$ cat src/logic/irq_route_pkg.sv
package irq_route_pkg;
   // Indexed register window
   localparam logic [2:0] INDEX_ADDR = 3'h5;
   localparam logic [2:0] WINDOW_ADDR = 3'h7;
   localparam logic [2:0] IDX_PAR_ROUTE = 3'h4;
   localparam logic [2:0] IDX_REVISION = 3'h6;
   localparam logic [2:0] INDEX_RESET = 3'h0;
   localparam logic [3:0] PAR_ROUTE_RESET = 4'h0;
   localparam int ROUTE_LSB = 0;
   localparam int ROUTE_W = 4;

   // Routing codes
   localparam logic [3:0] ROUTE_OFF = 4'h0;
   localparam logic [3:0] ROUTE_STANDALONE = 4'hf;

   // Mux input slots: bank a is 0..7, bank b is 8..15
   localparam int SLOTS = 16;
   localparam int BANK = 8;

   // Controller APB map
   localparam logic [7:0] OFF_CTRL = 8'h00;
   localparam logic [7:0] OFF_ACCESS = 8'h04;
   localparam logic [7:0] OFF_RESULT = 8'h08;
   localparam logic [7:0] OFF_LEVELS = 8'h0c;
   localparam logic [7:0] OFF_INT_STATUS = 8'h10;
   localparam logic [7:0] OFF_INT_MASK = 8'h14;
   localparam int CTRL_SCAN_BIT = 0;
   localparam int ACC_DATA_LSB = 0;
   localparam int ACC_ADDR_LSB = 8;
   localparam int ACC_INDEX_LSB = 12;
   localparam int ACC_READ_BIT = 16;
   localparam int RES_BUSY_BIT = 8;
   localparam int INT_DONE_BIT = 16;
   localparam int INT_W = 17;

   // Slot replaced by a routing code; valid flag in bit 4
   function automatic logic [4:0] route_slot(input logic [3:0] code);
      unique case (code)
         4'h1: route_slot = 5'h1b;
         4'h2: route_slot = 5'h1c;
         4'h3: route_slot = 5'h1d;
         4'h4: route_slot = 5'h1e;
         4'h5: route_slot = 5'h1f;
         4'h6: route_slot = 5'h12;
         4'h7: route_slot = 5'h13;
         4'h8: route_slot = 5'h14;
         4'h9: route_slot = 5'h17;
         default: route_slot = 5'h00;
      endcase
   endfunction
endpackage

$ cat src/logic/irq_route_if.sv
interface irq_route_if;
   logic [2:0] mux_select_lines;
   logic mux_irq_out_a;
   logic mux_irq_out_b;
   logic io_wr;
   logic io_rd;
   logic [2:0] io_addr;
   logic [7:0] io_wdata;
   logic [7:0] io_rdata;
   logic io_rvalid;

   modport device (
      input mux_select_lines,
      input io_wr,
      input io_rd,
      input io_addr,
      input io_wdata,
      output mux_irq_out_a,
      output mux_irq_out_b,
      output io_rdata,
      output io_rvalid
   );

   modport controller (
      output mux_select_lines,
      output io_wr,
      output io_rd,
      output io_addr,
      output io_wdata,
      input mux_irq_out_a,
      input mux_irq_out_b,
      input io_rdata,
      input io_rvalid
   );
endinterface

$ cat src/logic/irq_route_controller.sv
// Added by the designer: the register addresses and the APB slave port.
module irq_route_controller (
   // Clock and reset
   input wire logic CLK,
   input wire logic RST,
   // APB slave
   input wire logic PSEL,
   input wire logic PENABLE,
   input wire logic PWRITE,
   input wire logic [7:0] PADDR,
   input wire logic [31:0] PWDATA,
   output logic [31:0] PRDATA,
   output logic PREADY,
   output logic PSLVERR,
   // Interrupt
   output logic IRQ_OUT,
   // Link to the device
   irq_route_if.controller LINK
);
   typedef enum logic [1:0] {H_IDLE, H_INDEX, H_ACCESS, H_WAIT} host_e;
   host_e state_q;
   logic scan_q;
   logic [2:0] sel_q;
   logic [2:0] sel_prev_q;
   logic scan_prev_q;
   logic [15:0] level_q;
   logic [15:0] level_d;
   logic [16:0] status_q;
   logic [16:0] mask_q;
   logic [16:0] events;
   logic [7:0] acc_data_q;
   logic [2:0] acc_addr_q;
   logic [2:0] acc_index_q;
   logic acc_read_q;
   logic [7:0] result_q;
   logic done;
   logic io_wr_q;
   logic io_rd_q;
   logic [2:0] io_addr_q;
   logic [7:0] io_wdata_q;
   logic pready_q;
   logic pslverr_q;
   logic [31:0] prdata_q;
   logic irq_q;
   logic commit;
   logic wr_commit;
   logic mapped;

   // Access phase ends one cycle after it starts
   assign commit = PSEL && PENABLE && pready_q;
   assign wr_commit = commit && PWRITE && !pslverr_q;
   assign mapped = PADDR == irq_route_pkg::OFF_CTRL || PADDR == irq_route_pkg::OFF_ACCESS
      || PADDR == irq_route_pkg::OFF_RESULT || PADDR == irq_route_pkg::OFF_LEVELS
      || PADDR == irq_route_pkg::OFF_INT_STATUS || PADDR == irq_route_pkg::OFF_INT_MASK;

   // APB answer
   always_ff @(posedge CLK)
   begin
      if (RST)
      begin
         pready_q <= 1'b0;
         pslverr_q <= 1'b0;
         prdata_q <= 32'h0000_0000;
      end
      else
      begin
         pready_q <= PSEL && PENABLE && !pready_q;
         pslverr_q <= PSEL && PENABLE && !pready_q && !mapped;
         prdata_q <= 32'h0000_0000;
         if (PSEL && PENABLE && !pready_q && !PWRITE)
         begin
            unique case (PADDR)
               irq_route_pkg::OFF_CTRL: prdata_q <= {31'h0, scan_q};
               irq_route_pkg::OFF_ACCESS:
                  prdata_q <= {15'h0, acc_read_q, 1'b0, acc_index_q, 1'b0, acc_addr_q, acc_data_q};
               irq_route_pkg::OFF_RESULT:
                  prdata_q <= {23'h0, state_q != H_IDLE, result_q};
               irq_route_pkg::OFF_LEVELS: prdata_q <= {16'h0, level_q};
               irq_route_pkg::OFF_INT_STATUS: prdata_q <= {15'h0, status_q};
               irq_route_pkg::OFF_INT_MASK: prdata_q <= {15'h0, mask_q};
               default: prdata_q <= 32'h0000_0000;
            endcase
         end
      end
   end

   // Control and mask registers
   always_ff @(posedge CLK)
   begin
      if (RST)
      begin
         scan_q <= 1'b0;
         mask_q <= '0;
      end
      else if (wr_commit)
      begin
         if (PADDR == irq_route_pkg::OFF_CTRL)
            scan_q <= PWDATA[irq_route_pkg::CTRL_SCAN_BIT];
         if (PADDR == irq_route_pkg::OFF_INT_MASK)
            mask_q <= PWDATA[irq_route_pkg::INT_W-1:0];
      end
   end

   // Select line scan, one select code (two slots, one per bank) per cycle
   always_ff @(posedge CLK)
   begin
      if (RST)
      begin
         sel_q <= 3'h0;
         sel_prev_q <= 3'h0;
         scan_prev_q <= 1'b0;
      end
      else
      begin
         if (scan_q)
            sel_q <= sel_q + 3'h1;
         sel_prev_q <= sel_q;
         scan_prev_q <= scan_q;
      end
   end

   // Device output lags the select by one cycle
   always_comb
   begin
      level_d = level_q;
      if (scan_prev_q)
      begin
         level_d[{1'b0, sel_prev_q}] = LINK.mux_irq_out_a;
         level_d[{1'b1, sel_prev_q}] = LINK.mux_irq_out_b;
      end
   end

   always_ff @(posedge CLK)
   begin
      if (RST)
         level_q <= 16'h0000;
      else
         level_q <= level_d;
   end

   assign events = {done, level_d & ~level_q};

   // Sticky status, set beats write-one clear
   always_ff @(posedge CLK)
   begin
      if (RST)
         status_q <= '0;
      else if (wr_commit && PADDR == irq_route_pkg::OFF_INT_STATUS)
         status_q <= (status_q & ~PWDATA[irq_route_pkg::INT_W-1:0]) | events;
      else
         status_q <= status_q | events;
   end

   always_ff @(posedge CLK)
   begin
      if (RST)
         irq_q <= 1'b0;
      else
         irq_q <= |(status_q & mask_q);
   end

   // Indexed access sequencer
   assign done = (state_q == H_ACCESS && !acc_read_q) || (state_q == H_WAIT && LINK.io_rvalid);

   always_ff @(posedge CLK)
   begin
      if (RST)
      begin
         state_q <= H_IDLE;
         acc_data_q <= 8'h00;
         acc_addr_q <= 3'h0;
         acc_index_q <= 3'h0;
         acc_read_q <= 1'b0;
         result_q <= 8'h00;
         io_wr_q <= 1'b0;
         io_rd_q <= 1'b0;
         io_addr_q <= 3'h0;
         io_wdata_q <= 8'h00;
      end
      else
      begin
         io_wr_q <= 1'b0;
         io_rd_q <= 1'b0;
         unique case (state_q)
            H_IDLE:
               if (wr_commit && PADDR == irq_route_pkg::OFF_ACCESS)
               begin
                  acc_data_q <= PWDATA[irq_route_pkg::ACC_DATA_LSB +: 8];
                  acc_addr_q <= PWDATA[irq_route_pkg::ACC_ADDR_LSB +: 3];
                  acc_index_q <= PWDATA[irq_route_pkg::ACC_INDEX_LSB +: 3];
                  acc_read_q <= PWDATA[irq_route_pkg::ACC_READ_BIT];
                  io_wr_q <= 1'b1;
                  io_addr_q <= irq_route_pkg::INDEX_ADDR;
                  io_wdata_q <= {5'h00, PWDATA[irq_route_pkg::ACC_INDEX_LSB +: 3]};
                  state_q <= H_INDEX;
               end
            H_INDEX:
            begin
               io_wr_q <= !acc_read_q;
               io_rd_q <= acc_read_q;
               io_addr_q <= acc_addr_q;
               io_wdata_q <= acc_data_q;
               state_q <= H_ACCESS;
            end
            H_ACCESS:
               state_q <= acc_read_q ? H_WAIT : H_IDLE;
            H_WAIT:
               if (LINK.io_rvalid)
               begin
                  result_q <= LINK.io_rdata;
                  state_q <= H_IDLE;
               end
         endcase
      end
   end

   assign LINK.mux_select_lines = sel_q;
   assign LINK.io_wr = io_wr_q;
   assign LINK.io_rd = io_rd_q;
   assign LINK.io_addr = io_addr_q;
   assign LINK.io_wdata = io_wdata_q;
   assign PRDATA = prdata_q;
   assign PREADY = pready_q;
   assign PSLVERR = pslverr_q;
   assign IRQ_OUT = irq_q;
endmodule

$ cat src/flat_wrapper.sv
// flat-port wrapper written by rule: the top's interface ports become plain ports
module irq_route_controller_flat 
  (CLK, RST, PSEL, PENABLE, PWRITE, PADDR, PWDATA, PRDATA, PREADY, PSLVERR, IRQ_OUT, LINK_mux_select_lines, LINK_io_wr, LINK_io_rd, LINK_io_addr, LINK_io_wdata, LINK_mux_irq_out_a, LINK_mux_irq_out_b, LINK_io_rdata, LINK_io_rvalid);
  irq_route_if LINK_i ();
  input wire logic CLK;
  input wire logic RST;
  input wire logic PSEL;
  input wire logic PENABLE;
  input wire logic PWRITE;
  input wire logic [7:0] PADDR;
  input wire logic [31:0] PWDATA;
  output logic [31:0] PRDATA;
  output logic PREADY;
  output logic PSLVERR;
  output logic IRQ_OUT;
  output wire logic [$bits(LINK_i.mux_select_lines)-1:0] LINK_mux_select_lines;
  output wire logic [$bits(LINK_i.io_wr)-1:0] LINK_io_wr;
  output wire logic [$bits(LINK_i.io_rd)-1:0] LINK_io_rd;
  output wire logic [$bits(LINK_i.io_addr)-1:0] LINK_io_addr;
  output wire logic [$bits(LINK_i.io_wdata)-1:0] LINK_io_wdata;
  input wire logic [$bits(LINK_i.mux_irq_out_a)-1:0] LINK_mux_irq_out_a;
  input wire logic [$bits(LINK_i.mux_irq_out_b)-1:0] LINK_mux_irq_out_b;
  input wire logic [$bits(LINK_i.io_rdata)-1:0] LINK_io_rdata;
  input wire logic [$bits(LINK_i.io_rvalid)-1:0] LINK_io_rvalid;
  assign LINK_mux_select_lines = LINK_i.mux_select_lines;
  assign LINK_io_wr = LINK_i.io_wr;
  assign LINK_io_rd = LINK_i.io_rd;
  assign LINK_io_addr = LINK_i.io_addr;
  assign LINK_io_wdata = LINK_i.io_wdata;
  assign LINK_i.mux_irq_out_a = LINK_mux_irq_out_a;
  assign LINK_i.mux_irq_out_b = LINK_mux_irq_out_b;
  assign LINK_i.io_rdata = LINK_io_rdata;
  assign LINK_i.io_rvalid = LINK_io_rvalid;
  irq_route_controller u_core (.CLK(CLK), .RST(RST), .PSEL(PSEL), .PENABLE(PENABLE), .PWRITE(PWRITE), .PADDR(PADDR), .PWDATA(PWDATA), .PRDATA(PRDATA), .PREADY(PREADY), .PSLVERR(PSLVERR), .IRQ_OUT(IRQ_OUT), .LINK(LINK_i));
endmodule
$ cat config.mk
export PLATFORM = sky130hd
export DESIGN_NAME = irq_route_controller_flat
export DESIGN_NICKNAME = d
export VERILOG_FILES = /design/src/logic/irq_route_pkg.sv /design/src/logic/irq_route_if.sv /design/src/logic/irq_route_controller.sv /design/src/flat_wrapper.sv
export SDC_FILE = /design/constraint.sdc
export NUM_CORES = 1
export LEC_CHECK = 0
export BUFFER_PORTS_ARGS = -buffer_cell sky130_fd_sc_hd__buf_2
export CELL_PAD_IN_SITES_DETAIL_PLACEMENT = 0
export CELL_PAD_IN_SITES_GLOBAL_PLACEMENT = 2
export CORE_UTILIZATION = 33
export DETAILED_ROUTE_END_ITERATION = 16
export GPL_ROUTABILITY_DRIVEN = 1
export PLACE_DENSITY_LB_ADDON = 0.1
export SYNTH_ARGS = -nofsm -noshare
export SYNTH_HDL_FRONTEND = slang
export SYNTH_SLANG_ARGS = --single-unit
$ cat constraint.sdc
create_clock -name CLK -period 2 [get_ports CLK]
set_input_delay 0.1 -clock CLK [delete_from_list [all_inputs] [get_ports CLK]]
set_output_delay 0.1 -clock CLK [all_outputs]
set_load 0.02 [all_outputs]
* After elaboration in Yosys (flattened, before gate mapping) *
Cells that the tools add are included.

storage, ports and cells
  register bits = 131
  input port bits = 56
  output and inout port bits = 51
  word-level logic and storage cells = 101

operators by class
  add/sub/neg operators = 1
  magnitude comparators = 4
  equal/unequal tests = 10
  muxes and demuxes = 19
  bitwise gates (word level) = 9
  reductions and logical operators = 37

operators by type and width
  kind                                                              number
  17-bit case mux with 6 select lines                               1
  17-bit bitwise AND                                                2
  17-bit bitwise OR                                                 2
  16-bit bitwise mux                                                2
  17-bit 2-to-1 mux                                                 1
  17-bit inverter                                                   1
  17-bit OR reduction                                               1
  16-bit bitwise AND                                                1
  8-bit by 4-bit == test with 1-bit output (second input constant)  2
  8-bit by 5-bit == test with 1-bit output (second input constant)  2
  16-bit 2-to-1 mux                                                 1
  16-bit inverter                                                   1
  8-bit case mux with 2 select lines                                1
  1-bit logical AND                                                 13
  2-bit AND reduction                                               6
  8-bit by 3-bit == test with 1-bit output (second input constant)  1
  8-bit zero test                                                   1
  8-bit 2-to-1 mux                                                  1
  2-bit case mux with 4 select lines                                1
  1-bit demux with 3-bit select                                     2
  1-bit logical OR                                                  6
  2-bit 2-to-1 mux                                                  3
  3-bit case mux with 2 select lines                                1
  1-bit zero test                                                   5
  other kinds (16)                                                  22

* Longest topological paths before layout *
  depth after elaboration = 10
  gate-level depth with buffers = 7
  gate-level depth less buffers = 4

* Worst setup path before layout *
Ideal clock, no wire load.

  path kind = input -> register
  from = input port PADDR[1]
  to = register u_core.status_q[14]
  setup time = 0.129 ns
  arrival time = 1.615 ns
  required time = 1.871 ns
  setup slack = 0.257 ns
  stages on the path = 6
  buffers on the path = 2
  cell sequence = buf_2 -> or4_4 -> or4_4 -> buf_6 -> o211ai_2 -> o31ai_1

between the ends
  cells in the longest elaborated chain, start to end = 3

RTL lines
  item                                      RTL line                     text
  start: declaration                        flat_wrapper.sv:10           input wire logic [7:0] PADDR;
  8-bit by 5-bit == test with 1-bit output  irq_route_controller.sv:148  else if (wr_commit && PADDR == irq_route_pkg::OFF_INT_STATUS)
  1-bit logical AND                         irq_route_controller.sv:148
  17-bit 2-to-1 mux                         irq_route_controller.sv:148
  end signal: assignment                    irq_route_controller.sv:149  status_q <= (status_q & ~PWDATA[irq_route_pkg::INT_W-1:0]) | events;
  end signal: assignment                    irq_route_controller.sv:151  status_q <= status_q | events;
  end: declaration                          irq_route_controller.sv:28   logic [16:0] status_q;

No other way between the ends.
A chain may end at the register's enable or synchronous reset.

* Worst setup path in the final report *
  from = register u_core.scan_prev_q
  to = register u_core.status_q[10]

between the ends
  cells in the longest elaborated chain, start to end = 4
  elaborated cells on any way between the ends = 5
  those cells by class = 2 x mux; 3 x bitwise

RTL lines
  item                                  RTL line                                                  text
  start: declaration                    irq_route_controller.sv:25                                logic scan_prev_q;
  start signal: assignment              irq_route_controller.sv:118                               scan_prev_q <= scan_q;
  16-bit 2-to-1 mux *                   irq_route_controller.sv:126                               if (scan_prev_q)
  16-bit bitwise AND *                  irq_route_controller.sv:141                               assign events = {done, level_d & ~level_q};
  17-bit bitwise OR (on tied branches)  irq_route_controller.sv:151, irq_route_controller.sv:149
  17-bit 2-to-1 mux *                   irq_route_controller.sv:148

Every way passes the cells marked *; elsewhere a longest branch is shown, timed or not.

==> metrics.md <==
| Metric | Value |
|---|---|
| Hold Crit Class | in2reg |
| Ports | 107 |
| Synth cell types | 55 |
| Seq/Total Area, Yosys | 46.02% |
| Post-synth EDFFs | 0 |
| Final Max Tran Viols | 0 |
| Skew final | 0.006844 ns |
| Cell area after synthesis | 0.005046 sq mm |
| TritonCTS buffer count | 17 |
| Worst hold slack | -0.004462 ns |
| TNS Setup | 0 ns |
| Kind of critical path | reg2reg |
| Vias in the first global route | 4,072 |
| Critical Path Sink Type | register |
| Reg2Reg Setup Slack | around 0.35 ns |
| Outcome | complete, but fails checks |
| Crit. Startpoint | u_core.scan_prev_q |
| Fraction of layout cells with a size suffix above 1 | 22.26% |
| Max frequency | 0.6045 GHz |
| Top_reg_cell synth | dfxtp_1 |
| Post-synth top area cell | dfxtp_1 |
| Yosys warns | 0 |
| Initial antenna violation count | 0 |
| Clock sinks | ~120 |
| Total power divided by cell area | 851.8 mW/mm^2 |
| Seq cells post-synth | 116 |
| Routed vias | 4,333 |
| Largest net degree at the start of global routing | 51 |
| Failing checks | design-rule violations, negative hold slack |
| RSZ-0062 raised after global routing | false |
| GRT overflow | 0 |
| PortBufs | 76 |
| Worst slack, placed | around 0.085 ns |
| # nets final | 702 |
| Top-area cell type share of the netlist area | 46.02% |
| Initial DRC count | 293 |
| Ant. Diodes | 0 |
| Worst-Margin Slew | 0.8243 ns |
| Gr usage total | 20.83% |
| WL final | 15,680 um |
| Max Cap Viol | 0 |
| Req. time, crit path | 2.31 ns |
| CTS Buffer Depth | 2 |
| Clk pin slew, worst setup/hold paths | 0.05 ns |
| H-tree depth | 4 |
| Worst R2R Start | u_core.scan_prev_q |
| Maximum VDD drop | 0.5848 mV |
| Avg Cell Area, Syn | 9.414 sq um |
| Ys async rst share | 0% |
| Period minus WS final | 1.654 ns |
| HPWL after DPL | 11,120 um |
| Crit path max fanout | 6 |
| Remaining DRCs | 7 |
| Core area | between 0.01 and 0.015 sq mm |
| Die area | 0.01579 sq mm |
| CTS tree | done |
| Fin crit share | 82.71% |
| Post-layout worst setup margin | 0.3458 ns |
| Root Buffer Master | clkbuf_16 |
| Routability Congestion | 0.8090 |
| Worst-Skew Late Latency | 0.42 ns |
| Arr. time, crit path | 1.96 ns |
| Chip Width | 125.7 um |
| Startpoint Class | register |
| First-pass GRT wire length | 24,010 um |
| Pre-Repair DR Iteration Count | 10 |
| Main area contributors after synthesis | dfxtp_1, mux2i_1, nor2_1 |
| # setup viols final | 0 |
| Antenna-violating nets left | 0 |
| Row cnt | 44 |
| Synth-to-Final Area Change | 27.92% |
| Chip height | 125.7 um |
| Leakage | 2.660 nW |
| Final Hold Viols | 1 |
| Via/cell ratio | 5.158 |
| Syn Inst Count | 536 |
| Relative slew slack | 44.98% |
| Initial core utilization | 34.33% |
| Wirelength per Cell | 18.67 um |
| Hold_sp | PWDATA[2] |
-- routing by layer --
layer	wire length [um]	track usage (%)	part of all wire, %	vias to the layer above
met5	0	0	0	-
met4	386	9.254	2.5	0
met3	741	4.630	4.7	27
met2	7139	32.61	46	117
met1	7413	27.46	47	2081
li1	-	-	-	2108
-- final timing paths --
| check | end | cells after the start |
|---|---|---|
| setup reg to reg | u_core.status_q[10] | 5 |
| setup / recovery | u_core.status_q[10] | 5 |
| hold / removal | u_core.mask_q[2] | 3 |
| hold reg to reg | u_core.LINK.io_wdata[2] | 2 |
-- flip-flops by register name, summed over array words and instances, names as in the netlist --
register,cells
u_core.LINK.io_wdata,8
u_core.result_q,8
u_core.mask_q,17
u_core.sel_prev_q,3
u_core.status_q,17
u_core.LINK.io_rd,1
u_core.acc_index_q,3
u_core.acc_addr_q,3
u_core.scan_prev_q,1
u_core.acc_read_q,1
u_core.PREADY,1
u_core.LINK.io_wr,1
u_core.PRDATA,17
u_core.acc_data_q,8
u_core.PSLVERR,1
u_core.LINK.io_addr,3
u_core.state_q,2
u_core.scan_q,1
u_core.IRQ_OUT,1
u_core.LINK.mux_select_lines,3
u_core.level_q,16
-- cells in the final DEF (no fill, tap or decap), types with 3 or more instances in the layout --
cell type / Yosys / routed
nand2_1: 34 / 34
o211ai_2: 5 / 5
nor4_1: 5 / 3
a32o_1: 8 / 8
nand2b_1: 4 / 4
or4_1: 3 / 3
and3_1: 3 / 3
mux2_2: 6 / 6
clkbuf_8: 0 / 6
conb_1: 1 / 15
buf_4: 17 / 25
nand3_1: 14 / 14
o22a_1: 5 / 5
nor3b_1: 4 / 4
clkbuf_16: 0 / 17
a21oi_1: 27 / 27
inv_1: 18 / 18
nor2_1: 73 / 73
dlygate4sd3_1: 0 / 23
nand3b_1: 3 / 3
and3b_1: 3 / 3
mux2i_1: 63 / 63
clkbuf_1: 22 / 4
a22o_1: 10 / 10
o31ai_1: 5 / 5
or3_1: 5 / 5
nor2b_1: 9 / 9
o21ai_1: 4 / 4
nor3_1: 3 / 3
buf_2: 3 / 76
o21ai_0: 5 / 5
a22oi_1: 22 / 22
dfxtp_1: 116 / 116
-- stage by stage --
stage / area, sq um / power, mW / hold slack (ns) / std cells / util, %
4_1_cts: 6455 / 5.544 / 0.001989 / 840 / 43.91
3_5_place_dp: 5659 / 2.597 / 0.3365 / 787 / 38.50
6_report: 6455 / 5.498 / -0.004462 / 840 / 43.91
2_1_floorplan: 5099 / 2.503 / 0.2439 / 550 / -
3_3_place_gp: 5659 / 2.595 / 0.3306 / 787 / 38.50
5_1_grt: 6455 / 5.684 / 0.008080 / 840 / 43.91
-- area by class of cell --
| class | instances | area (sq um) |
|---|---|---|
| sequential | 116 | 2322 |
| tap | 184 | 230.2 |
| clock inverter | 3 | 42.54 |
| timing repair buffer | 125 | 818.3 |
| fill | 1468 | 8244 |
| multi-input combinational | 367 | 2451 |
| inverter | 18 | 67.56 |
| clock buffer | 27 | 523.0 |
-- synthesized netlist by cell type (6+ instances only) --
library cell and count:
a22o_1 10, a21oi_1 27, mux2_2 6, inv_1 18, a32o_1 8, nor2_1 73
buf_4 17, dfxtp_1 116, mux2i_1 63, nor2b_1 9, a22oi_1 22, nand2_1 34
nand3_1 14, clkbuf_1 22
-- worst max-delay path: stages (launching register included) --
cell and delay, ns:
dfxtp_1 0.39, nor4bb_1 0.50, buf_4 0.21, mux2i_1 0.17
nor2_1 0.07, a32o_1 0.20
-- logic make-up (layout without fill, tap and decap cells) --
logic type,after synthesis,count (layout),synth area share [%]
flops,116,116,46.02
other cells,1,15,0.07431
simple gates,179,179,18.15
mux,69,69,13.84
fa+ha+maj,1,1,0.2479
compound gates,101,101,14.63
xor+xnor,2,2,0.3472
buf+inv,67,173,6.694
-- where the power goes --
group / switching, mW / internal (mW) / total [mW]
registers: 0.00142 / 2.32 / 2.32
clock network: 1.03 / 1.89 / 2.91
logic: 0.173 / 0.0935 / 0.266
total: 1.20 / 4.30 / 5.50
-- timing repair --
item	CTS	global route
setup buffers	0	0
endpoints found under the setup margin	0	0
hold buffers	23	0
hold endpoints to repair	34	0
resized for setup	0	0
Power figures use the tool's default switching activity.
